===== config.mk =====
export PLATFORM = sky130hd
export DESIGN_NAME = smbmr_top
export DESIGN_NICKNAME = d
export VERILOG_FILES = /design/src/hdl/smbmr_top.v
export VERILOG_INCLUDE_DIRS = /design/src /design/src/hdl
export SDC_FILE = /design/constraint.sdc
export NUM_CORES = 1
export LEC_CHECK = 0
export BUFFER_PORTS_ARGS = -buffer_cell sky130_fd_sc_hd__buf_2
export CAP_MARGIN = 20
export CORE_MARGIN = 1.5
export CORE_UTILIZATION = 56
export DETAILED_ROUTE_END_ITERATION = 10
export GPL_TIMING_DRIVEN = 0
export PLACE_DENSITY = 0.8
export SYNTH_ARGS = -nofsm -noshare
export SYNTH_HDL_FRONTEND = slang
export SYNTH_SLANG_ARGS = --single-unit

===== constraint.sdc =====
create_clock -name aclk -period 3.1 [get_ports aclk]
set_input_delay 0 -clock aclk [delete_from_list [all_inputs] [get_ports aclk]]
set_output_delay 0 -clock aclk [all_outputs]
set_load 0.03 [all_outputs]

===== src/hdl/smbmr_consts.vh =====
// Constants for the SMBus master receive/transmit block.
// Assumes inclusion by hdl/smbmr_top.v and by the testbench.
`ifndef SMBMR_CONSTS_VH
`define SMBMR_CONSTS_VH
// =====================================================
// Register byte addresses
`define SMBMR_ADDR_CTRL   4'h0
`define SMBMR_ADDR_DATA   4'h4
`define SMBMR_ADDR_STAT   4'h8
`define SMBMR_ADDR_MASK   4'hc
// =====================================================
// Control register bit positions
`define SMBMR_B_SI        0
`define SMBMR_B_ACK       1
`define SMBMR_B_ARBL      2
`define SMBMR_B_ACK_REQUEST_FLAG     3
`define SMBMR_B_STO       4
`define SMBMR_B_STA       5
`define SMBMR_B_TXM       6
`define SMBMR_B_MST       7
// =====================================================
// Status bits
`define SMBMR_EV_BYTE     0
`define SMBMR_EV_ARB      1
// =====================================================
// Bus response codes
`define SMBMR_OKAY        2'h0
`define SMBMR_SLVERR      2'h2
// =====================================================
// SCL timing: half period and aclk period
`define SMBMR_HALF_NS     5000
`define SMBMR_CLK_NS      40
`endif


===== src/hdl/smbmr_top.v =====
// SMBus master (transmit and receive) with AXI4-Lite register slave.
// Assumes open-drain SDA/SCL with pull-ups resolved outside; aclk at 25 MHz.
//
// The implementer's own choices: the AXI4-Lite register port and the placing of the registers.
`timescale 1ns/1ps
`include "smbmr_consts.vh"

// Operation
// - In master receive the block drives SCL and samples SDA from the slave.
// - A read starts with START then an address byte whose last bit is one.
// - After each received byte the ack request flag is set and an interrupt raised.
// - The ack bit written by software gives ACK when one and NACK when zero.
// - Master receive lasts until the end request is set and a STOP is sent.
// - Writing the data register during master receive switches to master transmit.
// - In receive the byte interrupt comes after eight bits, before the ack clock.
// - The top four control bits are master, transmit, begin and end request.
// - Status 1110 means START sent; software then loads address and direction.
// - Status 1100 with NACK allows restart or abort via begin/end requests.
// - Status 1100 with ACK: begin/end pair picks next byte, STOP, STOP+START, restart.
// - Clearing the serial flag after ACK without a data write enters receive.
module smbmr_top #(
   parameter HALF_CYC = `SMBMR_HALF_NS / `SMBMR_CLK_NS
) (
   input  wire        aclk,
   input  wire        aresetn,
   input  wire        clk_en,
   input  wire [3:0]  s_axi_awaddr,
   input  wire        s_axi_awvalid,
   output reg         s_axi_awready,
   input  wire [31:0] s_axi_wdata,
   input  wire [3:0]  s_axi_wstrb,
   input  wire        s_axi_wvalid,
   output reg         s_axi_wready,
   output reg  [1:0]  s_axi_bresp,
   output reg         s_axi_bvalid,
   input  wire        s_axi_bready,
   input  wire [3:0]  s_axi_araddr,
   input  wire        s_axi_arvalid,
   output reg         s_axi_arready,
   output reg  [31:0] s_axi_rdata,
   output reg  [1:0]  s_axi_rresp,
   output reg         s_axi_rvalid,
   input  wire        s_axi_rready,
   input  wire        scl_i,
   output reg         scl_o,
   output reg         scl_oe,
   input  wire        sda_i,
   output reg         sda_o,
   output reg         sda_oe,
   output reg         irq
);
   // =====================================================
   // Phase states (one-hot)
   localparam [6:0] ST_IDLE = 7'h01, ST_START = 7'h02, ST_BIT = 7'h04, ST_ACK = 7'h08,
                    ST_WAIT = 7'h10, ST_STOP = 7'h20, ST_RSTA = 7'h40;

   reg  [6:0]  st_r;
   reg  [15:0] tmr_r;
   reg  [1:0]  scl_s_r, sda_s_r;
   reg         mst_r, txm_r, sta_r, sto_r, ack_r, ack_request_flag_r, arbl_r, si_r;
   reg  [7:0]  dat_r;
   reg  [7:0]  sh_r;
   reg  [2:0]  cnt_r;
   reg         ph_r;
   reg  [1:0]  evt_r, mask_r;
   reg         data_wr_r;
   reg  [3:0]  awa_r;
   reg  [31:0] wd_r;
   reg         aw_h_r, w_h_r;

   wire        scl_in = scl_s_r[1];
   wire        sda_in = sda_s_r[1];
   wire        half_done = (tmr_r == 16'h0000);
   wire [15:0] half_ld = HALF_CYC[15:0] - 16'h0001;
   wire        wr_go = aw_h_r && w_h_r && !s_axi_bvalid;
   wire        wr_ctl = wr_go && (awa_r == `SMBMR_ADDR_CTRL) && s_axi_wstrb[0];
   wire        wr_dat = wr_go && (awa_r == `SMBMR_ADDR_DATA) && s_axi_wstrb[0];
   wire        wr_st  = wr_go && (awa_r == `SMBMR_ADDR_STAT) && s_axi_wstrb[0];
   wire        wr_msk = wr_go && (awa_r == `SMBMR_ADDR_MASK) && s_axi_wstrb[0];
   wire        wr_ok  = (awa_r == `SMBMR_ADDR_CTRL) || (awa_r == `SMBMR_ADDR_DATA) ||
                        (awa_r == `SMBMR_ADDR_STAT) || (awa_r == `SMBMR_ADDR_MASK);
   wire        si_clr = wr_ctl && !wd_r[`SMBMR_B_SI];
   wire [7:0]  ctl_rd = {mst_r, txm_r, sta_r, sto_r, ack_request_flag_r, arbl_r, ack_r, si_r};
   reg         si_set, arb_set;

   // =====================================================
   // Synchronisers
   always @(posedge aclk) begin
      if (!aresetn) begin
         scl_s_r <= 2'h3;
         sda_s_r <= 2'h3;
      end else if (clk_en) begin
         scl_s_r <= {scl_s_r[0], scl_i};
         sda_s_r <= {sda_s_r[0], sda_i};
      end
   end

   // =====================================================
   // AXI4-Lite slave; one write and one read in flight
   always @(posedge aclk) begin
      if (!aresetn) begin
         s_axi_awready <= 1'b1;
         s_axi_wready  <= 1'b1;
         s_axi_bvalid  <= 1'b0;
         s_axi_bresp   <= `SMBMR_OKAY;
         s_axi_arready <= 1'b1;
         s_axi_rvalid  <= 1'b0;
         s_axi_rdata   <= 32'h0000_0000;
         s_axi_rresp   <= `SMBMR_OKAY;
         aw_h_r <= 1'b0;
         w_h_r  <= 1'b0;
         awa_r  <= 4'h0;
         wd_r   <= 32'h0000_0000;
      end else if (clk_en) begin
         if (s_axi_awvalid && s_axi_awready) begin
            aw_h_r        <= 1'b1;
            awa_r         <= s_axi_awaddr;
            s_axi_awready <= 1'b0;
         end
         if (s_axi_wvalid && s_axi_wready) begin
            w_h_r        <= 1'b1;
            wd_r         <= s_axi_wdata;
            s_axi_wready <= 1'b0;
         end
         if (wr_go) begin
            s_axi_bvalid <= 1'b1;
            s_axi_bresp  <= wr_ok ? `SMBMR_OKAY : `SMBMR_SLVERR;
            aw_h_r       <= 1'b0;
            w_h_r        <= 1'b0;
         end
         if (s_axi_bvalid && s_axi_bready) begin
            s_axi_bvalid  <= 1'b0;
            s_axi_awready <= 1'b1;
            s_axi_wready  <= 1'b1;
         end
         if (s_axi_arvalid && s_axi_arready) begin
            s_axi_arready <= 1'b0;
            s_axi_rvalid  <= 1'b1;
            s_axi_rresp   <= `SMBMR_OKAY;
            case (s_axi_araddr)
               `SMBMR_ADDR_CTRL: s_axi_rdata <= {24'h000000, ctl_rd};
               `SMBMR_ADDR_DATA: s_axi_rdata <= {24'h000000, dat_r};
               `SMBMR_ADDR_STAT: s_axi_rdata <= {30'h00000000, evt_r};
               `SMBMR_ADDR_MASK: s_axi_rdata <= {30'h00000000, mask_r};
               default: begin
                  s_axi_rdata <= 32'h0000_0000;
                  s_axi_rresp <= `SMBMR_SLVERR;
               end
            endcase
         end
         if (s_axi_rvalid && s_axi_rready) begin
            s_axi_rvalid  <= 1'b0;
            s_axi_arready <= 1'b1;
         end
      end
   end

   // =====================================================
   // Sticky events, mask and interrupt
   always @(posedge aclk) begin
      if (!aresetn) begin
         evt_r  <= 2'h0;
         mask_r <= 2'h0;
         irq    <= 1'b0;
      end else if (clk_en) begin
         // Set wins over a same-cycle clear
         evt_r <= (evt_r & ~(wr_st ? wd_r[1:0] : 2'h0)) | {arb_set, si_set};
         if (wr_msk)
            mask_r <= wd_r[1:0];
         irq <= |(evt_r & mask_r);
      end
   end

   // =====================================================
   // Bus engine
   always @(posedge aclk) begin
      if (!aresetn) begin
         st_r <= ST_IDLE;
         tmr_r <= 16'h0000;
         mst_r <= 1'b0; txm_r <= 1'b0; sta_r <= 1'b0; sto_r <= 1'b0;
         ack_r <= 1'b0; ack_request_flag_r <= 1'b0; arbl_r <= 1'b0; si_r <= 1'b0;
         dat_r <= 8'h00; sh_r <= 8'h00; cnt_r <= 3'h0; ph_r <= 1'b0;
         data_wr_r <= 1'b0;
         scl_o <= 1'b0; scl_oe <= 1'b0; sda_o <= 1'b0; sda_oe <= 1'b0;
         si_set <= 1'b0; arb_set <= 1'b0;
      end else if (clk_en) begin
         si_set  <= 1'b0;
         arb_set <= 1'b0;
         if (!half_done)
            tmr_r <= tmr_r - 16'h0001;
         if (wr_ctl) begin
            sta_r <= wd_r[`SMBMR_B_STA];
            sto_r <= wd_r[`SMBMR_B_STO];
            ack_r <= wd_r[`SMBMR_B_ACK];
            if (!wd_r[`SMBMR_B_ARBL])
               arbl_r <= 1'b0;
         end
         if (si_clr)
            si_r <= 1'b0;
         if (wr_dat) begin
            dat_r     <= wd_r[7:0];
            data_wr_r <= 1'b1;
            if (mst_r && !txm_r)
               txm_r <= 1'b1;
         end
         // Data moves one clock after SCL falls: no zero hold time
         if (st_r == ST_BIT && !ph_r && tmr_r == half_ld)
            sda_oe <= txm_r ? !sh_r[7] : 1'b0;
         if (st_r == ST_ACK && txm_r && !ph_r && tmr_r == half_ld)
            sda_oe <= 1'b0;
         case (st_r)
            ST_IDLE: begin
               scl_oe <= 1'b0;
               sda_oe <= 1'b0;
               if (sta_r && scl_in && sda_in && !si_r) begin
                  sda_oe <= 1'b1;
                  tmr_r  <= half_ld;
                  st_r   <= ST_START;
               end
            end
            ST_START: if (half_done) begin
               scl_oe <= 1'b1;
               mst_r  <= 1'b1;
               txm_r  <= 1'b1;
               // Begin request stays set so the status reads 1110
               si_r   <= 1'b1;
               si_set <= 1'b1;
               data_wr_r <= 1'b0;
               st_r   <= ST_WAIT;
            end
            ST_WAIT: if (!si_r) begin
               tmr_r <= half_ld;
               ph_r  <= 1'b0;
               cnt_r <= 3'h7;
               // Ack slot first, so a final NACK goes out before the STOP
               if (ack_request_flag_r) begin
                  ack_request_flag_r <= 1'b0;
                  sda_oe  <= ack_r;
                  st_r    <= ST_ACK;
               end else if (sto_r) begin
                  sda_oe <= 1'b1;
                  st_r   <= ST_STOP;
               end else if (sta_r) begin
                  sda_oe <= 1'b0;
                  st_r   <= ST_RSTA;
               end else begin
                  if (txm_r && !data_wr_r)
                     txm_r <= 1'b0;
                  sh_r   <= dat_r;
                  sda_oe <= (txm_r && data_wr_r) ? !dat_r[7] : 1'b0;
                  data_wr_r <= 1'b0;
                  st_r   <= ST_BIT;
               end
            end
            ST_BIT: if (half_done) begin
               tmr_r <= half_ld;
               ph_r  <= !ph_r;
               if (!ph_r) begin
                  scl_oe <= 1'b0;
               end else if (!scl_in) begin
                  tmr_r <= 16'h0000;                                     // Stretch wait
                  ph_r  <= ph_r;
               end else begin
                  scl_oe <= 1'b1;
                  if (txm_r && sda_oe == 1'b0 && !sda_in) begin
                     arbl_r  <= 1'b1;
                     arb_set <= 1'b1;
                     mst_r   <= 1'b0;
                     scl_oe  <= 1'b0;
                     sda_oe  <= 1'b0;
                     st_r    <= ST_IDLE;
                  end else begin
                     sh_r <= {sh_r[6:0], sda_in};
                     if (cnt_r == 3'h0) begin
                        if (txm_r) begin
                           st_r   <= ST_ACK;
                        end else begin
                           dat_r   <= {sh_r[6:0], sda_in};
                           ack_request_flag_r <= 1'b1;
                           si_r    <= 1'b1;
                           si_set  <= 1'b1;
                           st_r    <= ST_WAIT;
                        end
                     end else begin
                        cnt_r  <= cnt_r - 3'h1;
                     end
                  end
               end
            end
            ST_ACK: if (half_done) begin
               tmr_r <= half_ld;
               ph_r  <= !ph_r;
               if (!ph_r) begin
                  scl_oe <= 1'b0;
               end else if (!scl_in) begin
                  tmr_r <= 16'h0000;
                  ph_r  <= ph_r;
               end else begin
                  scl_oe <= 1'b1;
                  // Receive runs on without a second interrupt per byte
                  if (txm_r) begin
                     ack_r  <= !sda_in;
                     si_r   <= 1'b1;
                     si_set <= 1'b1;
                  end
                  st_r   <= ST_WAIT;
               end
            end
            ST_STOP: if (half_done) begin
               tmr_r <= half_ld;
               ph_r  <= !ph_r;
               if (!ph_r) begin
                  scl_oe <= 1'b0;
               end else begin
                  sda_oe <= 1'b0;
                  sto_r  <= 1'b0;
                  mst_r  <= 1'b0;
                  txm_r  <= 1'b0;
                  st_r   <= ST_IDLE;
               end
            end
            ST_RSTA: if (half_done) begin
               scl_oe <= 1'b0;
               mst_r  <= 1'b0;
               st_r   <= ST_IDLE;
            end
            default: st_r <= ST_IDLE;
         endcase
      end
   end
endmodule // smbmr_top

# [Word-level counts from Yosys, hierarchy flattened]
# Cells that the tools add are included.
# Widths: inputs -> output; s select.
[totals] latchBits=0 mem_bits_rw=0 memories=0 ff_bits=120 output_inout_bits=46 mem_bits_ro=0 elab_cells=341 input_bits=54
[op_classes] bitwise=5 mux=182 eq_ne=39 n_reduce_logical=77 n_lt_le_gt_ge=0 shifts=0 n_mul=0 n_div=0 addsub=2
[ops] operator="$mux 7" count=19
[ops] operator="$mux 8" count=16
[ops] operator="$mux 1" count=118
[ops] operator="$mux 16" count=5
[ops] operator="$pmux 16 s4" count=1
[ops] operator="$pmux 7 s7" count=1
[ops] operator="$ne 2x2->1 const B" count=19
[ops] operator="$pmux 8 s4" count=1
[ops] operator="$reduce_and 10->1" count=3
[ops] operator="$logic_and 1x1->1" count=29
[ops] operator="$reduce_and 2->1" count=12
[ops] operator="$mux 3" count=6
[ops] operator="$eq 16x7->1 const B" count=1
[ops] operator="$eq 4x4->1 const B" count=4
[ops] operator="$logic_not 16->1" count=1
[ops] operator="$pmux 8 s2" count=1
[ops] operator="$sub 16x1->16 const B" count=1
[ops] operator="$reduce_and 14->1" count=1
[ops] operator="$reduce_bool 2->1" count=7
[ops] operator="$pmux 1 s3" count=4
[ops] operator="$logic_not 1->1" count=9
[ops] operator="$reduce_and 9->1" count=1
[ops] operator="$eq 4x3->1 const B" count=2
[ops] operator="$logic_not 4->1" count=2
[ops] operator="30 further kinds" count=41

# [Depth between registers and ports, before layout]
# Gate-level depths: netlist (run 1).
[depth] ltp_word=13 depth_mapped=10 depth_no_buf=9

# [Worst setup path after synthesis (run 1)]
# No wires, ideal clock.
[synth_path] path_type="register to register" startpoint="reg st_r[0]" endpoint="reg sh_r[5]" setup_ns=0.088 slack_ns=0.796 path_buffers=2 t_arrival_ns=2.216 path_stages_with_launch=9 required_ns=3.012 period_less_slack_ns=2.304 cell_sequence="dfxtp_1 -> or4_1 -> buf_2 -> nor4_4 -> nand2_2 -> a221oi_4 -> buf_6 -> nor2_1 -> a311oi_2"
[synth_via] elab_chain_len=3 word_cells_on_any_way=13 classes_between="10 x eq/ne; 1 x mux; 2 x reduce/logical"
[synth_rtl] item="from (decl)" line_no="smbmr_top.v:57" rtl="reg [6:0] st_r;"
[synth_rtl] item="from (signal assigned)" line_no="smbmr_top.v:178" rtl="st_r <= ST_IDLE;"
[synth_rtl] item="from (signal assigned)" line_no="smbmr_top.v:218" rtl="st_r <= ST_START;"
[synth_rtl] item="from (signal assigned)" line_no="smbmr_top.v:229" rtl="st_r <= ST_WAIT;"
[synth_rtl] item="$eq 7x5->1 or $eq 7x3->1 (tied branches)" line_no="smbmr_top.v:211" rtl="case (st_r)"
[synth_rtl] item="$ne 2x2->1 (no line) or $reduce_bool 2->1 (tied branches)"
[synth_rtl] item="$reduce_and 10->1 (no line)"
[synth_rtl] item="to (signal assigned)" line_no="smbmr_top.v:249" rtl="sh_r <= dat_r;"
[synth_rtl] item="to (signal assigned)" line_no="smbmr_top.v:273" rtl="sh_r <= {sh_r[6:0], sda_in};"
[synth_rtl] item="to (decl)" line_no="smbmr_top.v:62" rtl="reg [7:0] sh_r;"
# Several ways; a longest one is shown, not always the timed one.
# A chain may end at the register's enable or synchronous reset.

# [Worst setup path in the final report (run 1)]
[layout_path] startpoint="reg tmr_r[0]" endpoint="reg mst_r"
[layout_via] elab_chain_len=3 word_cells_on_any_way=6 classes_between="4 x eq/ne; 2 x reduce/logical"
[layout_rtl] item="from (decl)" line_no="smbmr_top.v:58" rtl="reg [15:0] tmr_r;"
[layout_rtl] item="from (signal assigned)" line_no="smbmr_top.v:190" rtl="tmr_r <= tmr_r - 16'h0001;"
[layout_rtl] item="from (signal assigned)" line_no="smbmr_top.v:217" rtl="tmr_r <= half_ld;"
[layout_rtl] item="from (signal assigned)" line_no="smbmr_top.v:232" rtl="tmr_r <= half_ld;"
[layout_rtl] item="$logic_not 16->1 (*)" line_no="smbmr_top.v:73" rtl="wire half_done = (tmr_r == 16'h0000);"
[layout_rtl] item="$ne 2x2->1 (no line)"
[layout_rtl] item="$reduce_and 10->1 (no line) (*)"
[layout_rtl] item="to (signal assigned)" line_no="smbmr_top.v:180" rtl="mst_r <= 1'b0; txm_r <= 1'b0; sta_r <= 1'b0; sto_r <= 1'b0;"
[layout_rtl] item="to (signal assigned)" line_no="smbmr_top.v:223" rtl="mst_r <= 1'b1;"
[layout_rtl] item="to (signal assigned)" line_no="smbmr_top.v:268" rtl="mst_r <= 1'b0;"
[layout_rtl] item="to (decl)" line_no="smbmr_top.v:60" rtl="reg mst_r, txm_r, sta_r, sto_r, ack_r, ack_request_flag_r, arbl_r, si_r;"
# Mark *: on every way between the ends. The rest lies on a longest branch, timed or not.

==> results by group, run 1 <==
STA
  • Setup Viol. Count Final: 0
  • Final Hold Violating Endpoints: 0
  • Fin Setup TNS: 0 ns
  • Tcrit/Tclk final: between 90% and 100%
  • Setup Skew: 0.0151 ns
  • Tmin final: ~2.8 ns
  • Peak Freq: ~0.35 GHz
  • RSZ-0062 raised after global routing: false
  • Rel. slew slack: approximately 45%
  • Slew Viols, Final: 0
  • Worst-margin pin slew: just over 0.8 ns

Synth
  • Yosys reg bits: 94
  • Ranking of synthesized cells by area: dfxtp_1, nor2_1, nand2_1, buf_4, mux2i_1
  • Post-synthesis sequential area ratio: 36.6%
  • Commonest cells post-synth: dfxtp_1, nor2_1, nand2_1
  • Synth top area share: a little over a third
  • Synth Cell Area: approximately 0.0051 sq mm
  • Most numerous cell in the Yosys netlist: dfxtp_1
  • Mapped Cells: about 640
  • Cell taking the most area after synthesis: dfxtp_1
  • Synth Flop Type: dfxtp_1
  • EDFF count, synth: 0
  • Synth cell types: 77
  • Average cell area after synthesis: about 8 sq um
  • Post-synth ARST share: 0%
  • Yosys warnings: 0

Cells and area
  • Diode count: 0
  • Finished Layout Cells: 848
  • NumNets Final: roughly 800
  • Layout cell share with drive strength beyond 1: 15.5%
  • Area growth from synthesis to layout: 16.5%

Floorplanning
  • Core ar.: roughly 0.0088 sq mm
  • Initial Util: between 50% and 60%
  • Die Y: just under 100 microns
  • Row count: 34
  • Die Wd: approximately 99 microns
  • # IOs: 100
  • DIE AREA: slightly below 0.01 sq mm

Worst setup path
  • Crit-path slowest cell: and4_2
  • Critical path's largest stage delay: between 0.5 and 0.6 ns
  • Worst Setup Start Kind: flip-flop
  • Sequence of cells on the critical path: inv_1 -> ha_1 -> nor4b_2 -> and4_2 -> nand2_1 -> a2bb2oi_1 -> nor4b_1 -> nor3_1
  • Arr. time, crit path: 3.08 ns
  • WP data required: between 3 and 4 ns
  • Critical-path maximum fanout: 10
  • Crit Path Category: flip-flop to flip-flop
  • Setup slack, reg-to-reg: 0.26 ns
  • CP Capture Type: flip-flop

Power and ir drop
  • Clock network power share: between 20% and 30%
  • PD cells: ~640 mW/mm^2
  • Combinational Power Share: 40.4%
  • Sequential Power Share: a little under two fifths
  • Leak: 2.35 nW
  • Total internal power: between 2 and 2.5 mW
  • Max VDD drop: around 330 uV
  • Switching Fraction: 42.3%
  • Switching Power: between 1.5 and 2 mW

Global route
  • Total Routing Usage GR: approximately 33%
  • Vias in the first global route: slightly above 5,000
  • Global-route wire length before repair: between 20,000 and 30,000 microns
  • Pin count of the biggest net entering global routing: 19
  • GR Overflow Total: 0
  • Initial antenna violation count: 0

Drt
  • Drt first pass iters: 8
  • Routed len/inst: ~19 microns
  • Via count: 5,223
  • Vias per inst: 6.16
  • Post-route DRC: 0
  • Overall routed net length: roughly 16,000 microns
  • DR iter-0 viols: about 440
  • Post-DRT Antenna Nets: 0

Clocking
  • Clock latency on the worst-skew pair: ~0.38 ns
  • H-tree levels: 3
  • Num CTS Buffers: 9
  • Clock Sinks: between 90 and 100
  • Clock buffer depth: 2
  • CTS tree: done
  • CTS Root Cell: clkbuf_8
  • Clk slew on worst S/H paths: 0.11 ns

Placed design
  • Number of port buffers: 42
  • Final HPWL DP: around 11,000 microns
  • Inst Count DP: approximately 810
  • RePlAce Congestion: 0.919

Hold path
  • Type of the worst min-delay path: input pin to flip-flop

Job
  • Max-Cap Viols: 0

Outcome
  • Status: finished clean
[cells in the final DEF (no fill, tap or decap), drive strengths merged, types with 5 or more instances in the layout]
master,netlist,layout
and3,8,8
mux2,5,5
dfxtp,94,94
or3,7,7
mux2i,18,18
a22oi,9,9
inv,12,16
nand2,74,74
nand2b,5,5
nor4b,6,6
xnor2,7,7
buf,34,77
o21ai,24,24
dlygate4sd3,0,20
xor2,8,8
nand3b,5,5
nor4,9,9
a21oi,32,32
nand4,7,7
ha,5,5
a311oi,12,12
o211ai,5,5
nor3,17,17
a31oi,14,14
nand3,35,35
nor2,77,77
conb,1,28
clkbuf,32,41
[layout make-up]
type	instances	area [sq um]
Multi-Input combinational cell	489	2950
Clock inverter	6	63.8
Clock buffer	10	128
Buffer	65	362
Fill cell	756	2820
Sequential cell	94	1880
Tap cell	108	135
Timing Repair Buffer	63	418
Inverter	13	48.8
[worst max-delay path, delay by kind of cell (launching register included)]
| family | cells | cell delay, ns |
|---|---|---|
| simple gates | 5 | 1.66 |
| compound gates | 1 | 0.41 |
| flops | 1 | 0.34 |
| fa+ha+maj | 1 | 0.17 |
| buf+inv | 1 | 0.13 |
[through the flow]
stage          setup WS (ns)  instance area [sq um]  power, mW  hold slack, ns  util, %
3_5_place_dp          0.0524                   5600       2.98           0.224     63.6
4_1_cts                0.154                   5990       3.79          0.0170     68.0
5_1_grt               0.0653                   5990       4.04          0.0424     68.0
3_3_place_gp          0.0368                   5580       2.93           0.217     63.4
2_1_floorplan          0.796                   5240       2.59           0.128        -
6_report               0.264                   5990       3.83         0.00211     68.0
[timing repair]
item,in CTS,in global routing
endpoints found under the setup margin,1,2
hold buffers,20,0
buffers inserted,0,0
endpoints found under the hold margin,20,0
resized for setup,0,1
[cells by family after synthesis]
family | share of synthesized area, %
and+or+nand+nor | 27.0
AOI/OAI and AO/OA | 19.0
adders and majority gates | 1.22
DFF | 36.6
buffers and inverters | 8.06
muxes | 5.48
other | 0.0730
xor gates and xnor gates | 2.56
[per-layer routing]
metal	track usage (%)	share of wire (%)	vias up
met2	56.4	49	260
li1	-	-	2442
met4	15.1	3.5	0
met5	2.05	0	-
met3	6.24	8.3	48
met1	40.5	40	2473
[final timing paths]
| kind | cells after the start | startpoint | end |
|---|---|---|---|
| worst min register to register | 2 | aw_h_r | aw_h_r |
| worst max register to register | 8 | tmr_r[0] | mst_r |
| worst max-delay path | 8 | tmr_r[0] | mst_r |
| worst min-delay path | 3 | s_axi_araddr[0] | s_axi_rresp[1] |
[flip-flops by register name, summed over array words and instances (netlist names), 3 cells and up]
| name | cells |
|---|---|
| wd_r | 8 |
| s_axi_rdata | 8 |
| st_r | 7 |
| sh_r | 8 |
| cnt_r | 3 |
| dat_r | 8 |
| tmr_r | 16 |
| awa_r | 4 |
[power groups by stage]
| stage | registers [mW] | logic, mW | clock network, mW |
|---|---|---|---|
| after detailed placement | 1.48 | 1.49 | 0 |
| after global routing | 1.48 | 1.70 | 0.862 |
| after CTS | 1.46 | 1.51 | 0.813 |
| after global placement | 1.48 | 1.46 | 0 |
| after floorplan | 1.47 | 1.12 | 0 |
| final | 1.47 | 1.55 | 0.814 |
Power figures use the tool's default switching activity.
==> inputs of run 2 (changes only) <==
PLACE_DENSITY = not set   (was 0.8)
PLACE_DENSITY_LB_ADDON = 0.1   (was not set)
==> run 2 against run 1 <==
- the run now ends with design-rule violations left
- combinational power about the same
- sequential cell count unchanged
- register-to-register slack got worse by 0.07 ns
- critical path depth unchanged
- clock-buffer cell count unchanged
- clock skew decreased by 0.0023 ns
- critical path type unchanged
==> results by group, run 2 (synthesis results as in run 1) <==
Global route
  • Pin count of the biggest net entering global routing: 17 (-2)
  • Initial antenna violation count: 0 (unchanged)
  • GR Overflow Total: 0 (unchanged)
  • Vias in the first global route: 4,900 (-4.8%)
  • Global-route wire length before repair: 24,600 microns (-4.0%)
  • Total Routing Usage GR: 31.9% (-1.2 points)

STA
  • Fin Setup TNS: 0 ns (unchanged)
  • Tmin final: 2.91 ns (+0.0695 ns)
  • RSZ-0062 raised after global routing: false
  • Worst-margin pin slew: 0.852 ns (+0.0317 ns)
  • Rel. slew slack: 42.5% (-2.1 points)
  • Setup Skew: 0.0128 ns (-0.00229 ns)
  • Setup Viol. Count Final: 0 (unchanged)
  • Final Hold Violating Endpoints: 0 (unchanged)
  • Slew Viols, Final: 0 (unchanged)
  • Peak Freq: 0.344 GHz (-2.4%)
  • Tcrit/Tclk final: 93.7% (+2.2 points)

Power and ir drop
  • Clock network power share: 22.0% (+0.7 points)
  • Leak: 2.37 nW (+0.79%)
  • PD cells: 638 mW/mm^2 (-0.21%)
  • Max VDD drop: 377 uV (+14%)
  • Switching Power: 1.57 mW (-3.2%)
  • Combinational Power Share: 39.8% (-0.6 points)
  • Sequential Power Share: 38.1% (-0.2 points)
  • Switching Fraction: 40.9% (-1.5 points)
  • Total internal power: 2.27 mW (+2.8%)
  • Total power: 3.84 mW (+0.27%)

Drt
  • Drt first pass iters: 8 (unchanged)
  • Routed len/inst: 18.2 microns (-3.6%)
  • Vias per inst: 6.07 (-1.4%)
  • Met3 WL post-DR: 1010 microns (-23%)
  • Post-route DRC: 3 (+3)
  • DR iter-0 viols: 362 (-17%)
  • Via count: 5,154 (-1.3%)
  • Top sig layer: met4
  • Met2 wire len: 7340 microns (-5.6%)
  • Overall routed net length: 15,400 microns (-3.5%)
  • Metal-1 WL: 6650 microns (+5.4%)
  • Post-DRT Antenna Nets: 0 (unchanged)

Clocking
  • H-tree levels: 3 (unchanged)
  • Post-CTS Setup Inserts: 0 (unchanged)
  • Clock latency on the worst-skew pair: 0.37 ns (about the same)
  • CTS tree: done
  • Clock Sinks: 94 (unchanged)
  • Num CTS Buffers: 9 (unchanged)
  • CTS Root Cell: clkbuf_8
  • Clk slew on worst S/H paths: 0.10 ns (about the same)
  • Clock buffer depth: 2 (unchanged)

Worst setup path
  • Crit Path Category: flip-flop to flip-flop
  • WP data required: 3.35 ns (about the same)
  • Arr. time, crit path: 3.16 ns (+0.08 ns)
  • Worst Setup Start Kind: flip-flop
  • CP Capture Type: flip-flop
  • Critical-path maximum fanout: 10 (unchanged)

Cells and area
  • Commonest cells after routing, fill and taps aside: dfxtp_1, nor2_1, nand2_1
  • Layout cell share with drive strength beyond 1: 15.4% (-0.16 points)
  • Max reg flops: 16 (unchanged)
  • Diode count: 0 (unchanged)
  • NumNets Final: 796 (+0.25%)
  • Register with the most flip-flops: tmr_r
  • Commonest non-fill, non-tap cell in the layout: dfxtp_1
  • Area growth from synthesis to layout: 17.1%

Job
  • Max-Cap Viols: 0 (unchanged)

Floorplanning
  • # IOs: 100 (unchanged)
  • Core ar.: 0.00881 sq mm (unchanged)
  • Initial Util: 58.3% (unchanged)
  • DIE AREA: 0.00976 sq mm (unchanged)
  • Row count: 34 (unchanged)
  • Die Wd: 98.8 microns (unchanged)
  • Die Y: 98.8 microns (unchanged)

Placed design
  • Number of port buffers: 42 (unchanged)
  • Final HPWL DP: 11,000 microns (-3.5%)
  • RePlAce Congestion: 0.949 (+3.3%)

Outcome
  • Status: finished, violations left
  • Failing checks: design-rule violations

Hold path
  • Type of the worst min-delay path: input pin to flip-flop
==> run 2: power groups by stage <==
stage	clock network [mW]	registers, mW	logic (mW)
finish	0.846	1.46	1.53
global route	0.895	1.48	1.68
CTS	0.853	1.46	1.51
detailed placement	0	1.49	1.48
global placement	0	1.48	1.46
floorplan	0	1.47	1.12
==> run 2: worst max-delay path, stage by stage, from the launching register on <==
cell,delay (ns)
dfxtp_1,0.34
inv_1,0.13
ha_1,0.16
nor4b_2,0.46
and4_1,0.59
nand2_1,0.17
a2bb2oi_1,0.42
nand2_1,0.33
mux2i_1,0.19
==> run 2: routing by layer <==
layer  vias up  track usage [%]
met5         -                0
met3        42             5.18
met2       241             55.1
met4         0             11.8
li1       2450                -
met1      2421             40.2
==> run 2: what timing repair did <==
| action | CTS | global route |
|---|---|---|
| hold buffers | 22 | 0 |
| hold endpoints to repair | 20 | 0 |
| endpoints found under the setup margin | 0 | 7 |
| resized for setup | 0 | 1 |
==> run 2: stage by stage <==
step / setup WS, ns / instance area, sq um / hold slack, ns / std cells / util, %
final: 0.194 / 6020 / 0.0534 / 849 / 68.3
after CTS: 0.0511 / 6010 / 0.0239 / 850 / 68.3
after floorplan: 0.796 / 5240 / 0.128 / 662 / -
after global routing: 0.0344 / 6020 / 0.0878 / 849 / 68.3
after global placement: -0.0233 / 5580 / 0.219 / 812 / 63.4
after detailed placement: 0.0742 / 5600 / 0.229 / 813 / 63.6
==> run 2: path summary, 6_finish.rpt <==
path                                 startpoint             end  slack, ns  cells past startpoint
worst max register to register         tmr_r[0]         st_r[1]       0.19                      8
worst min-delay path            s_axi_araddr[1]  s_axi_rdata[1]       0.05                      4
worst max-delay path                   tmr_r[0]         st_r[1]       0.19                      8
worst min register to register          wd_r[3]         wd_r[3]       0.46                      2
==> run 2: final cells by class <==
cell class                      count  area, sq um
Multi-Input combinational cell    489         2960
Fill cell                         749         2790
Sequential cell                    94         1880
Timing Repair Buffer               65          438
Buffer                             65          362
Tap cell                          108          135
Clock buffer                       10          128
Clock inverter                      5         67.6
Inverter                           13         48.8
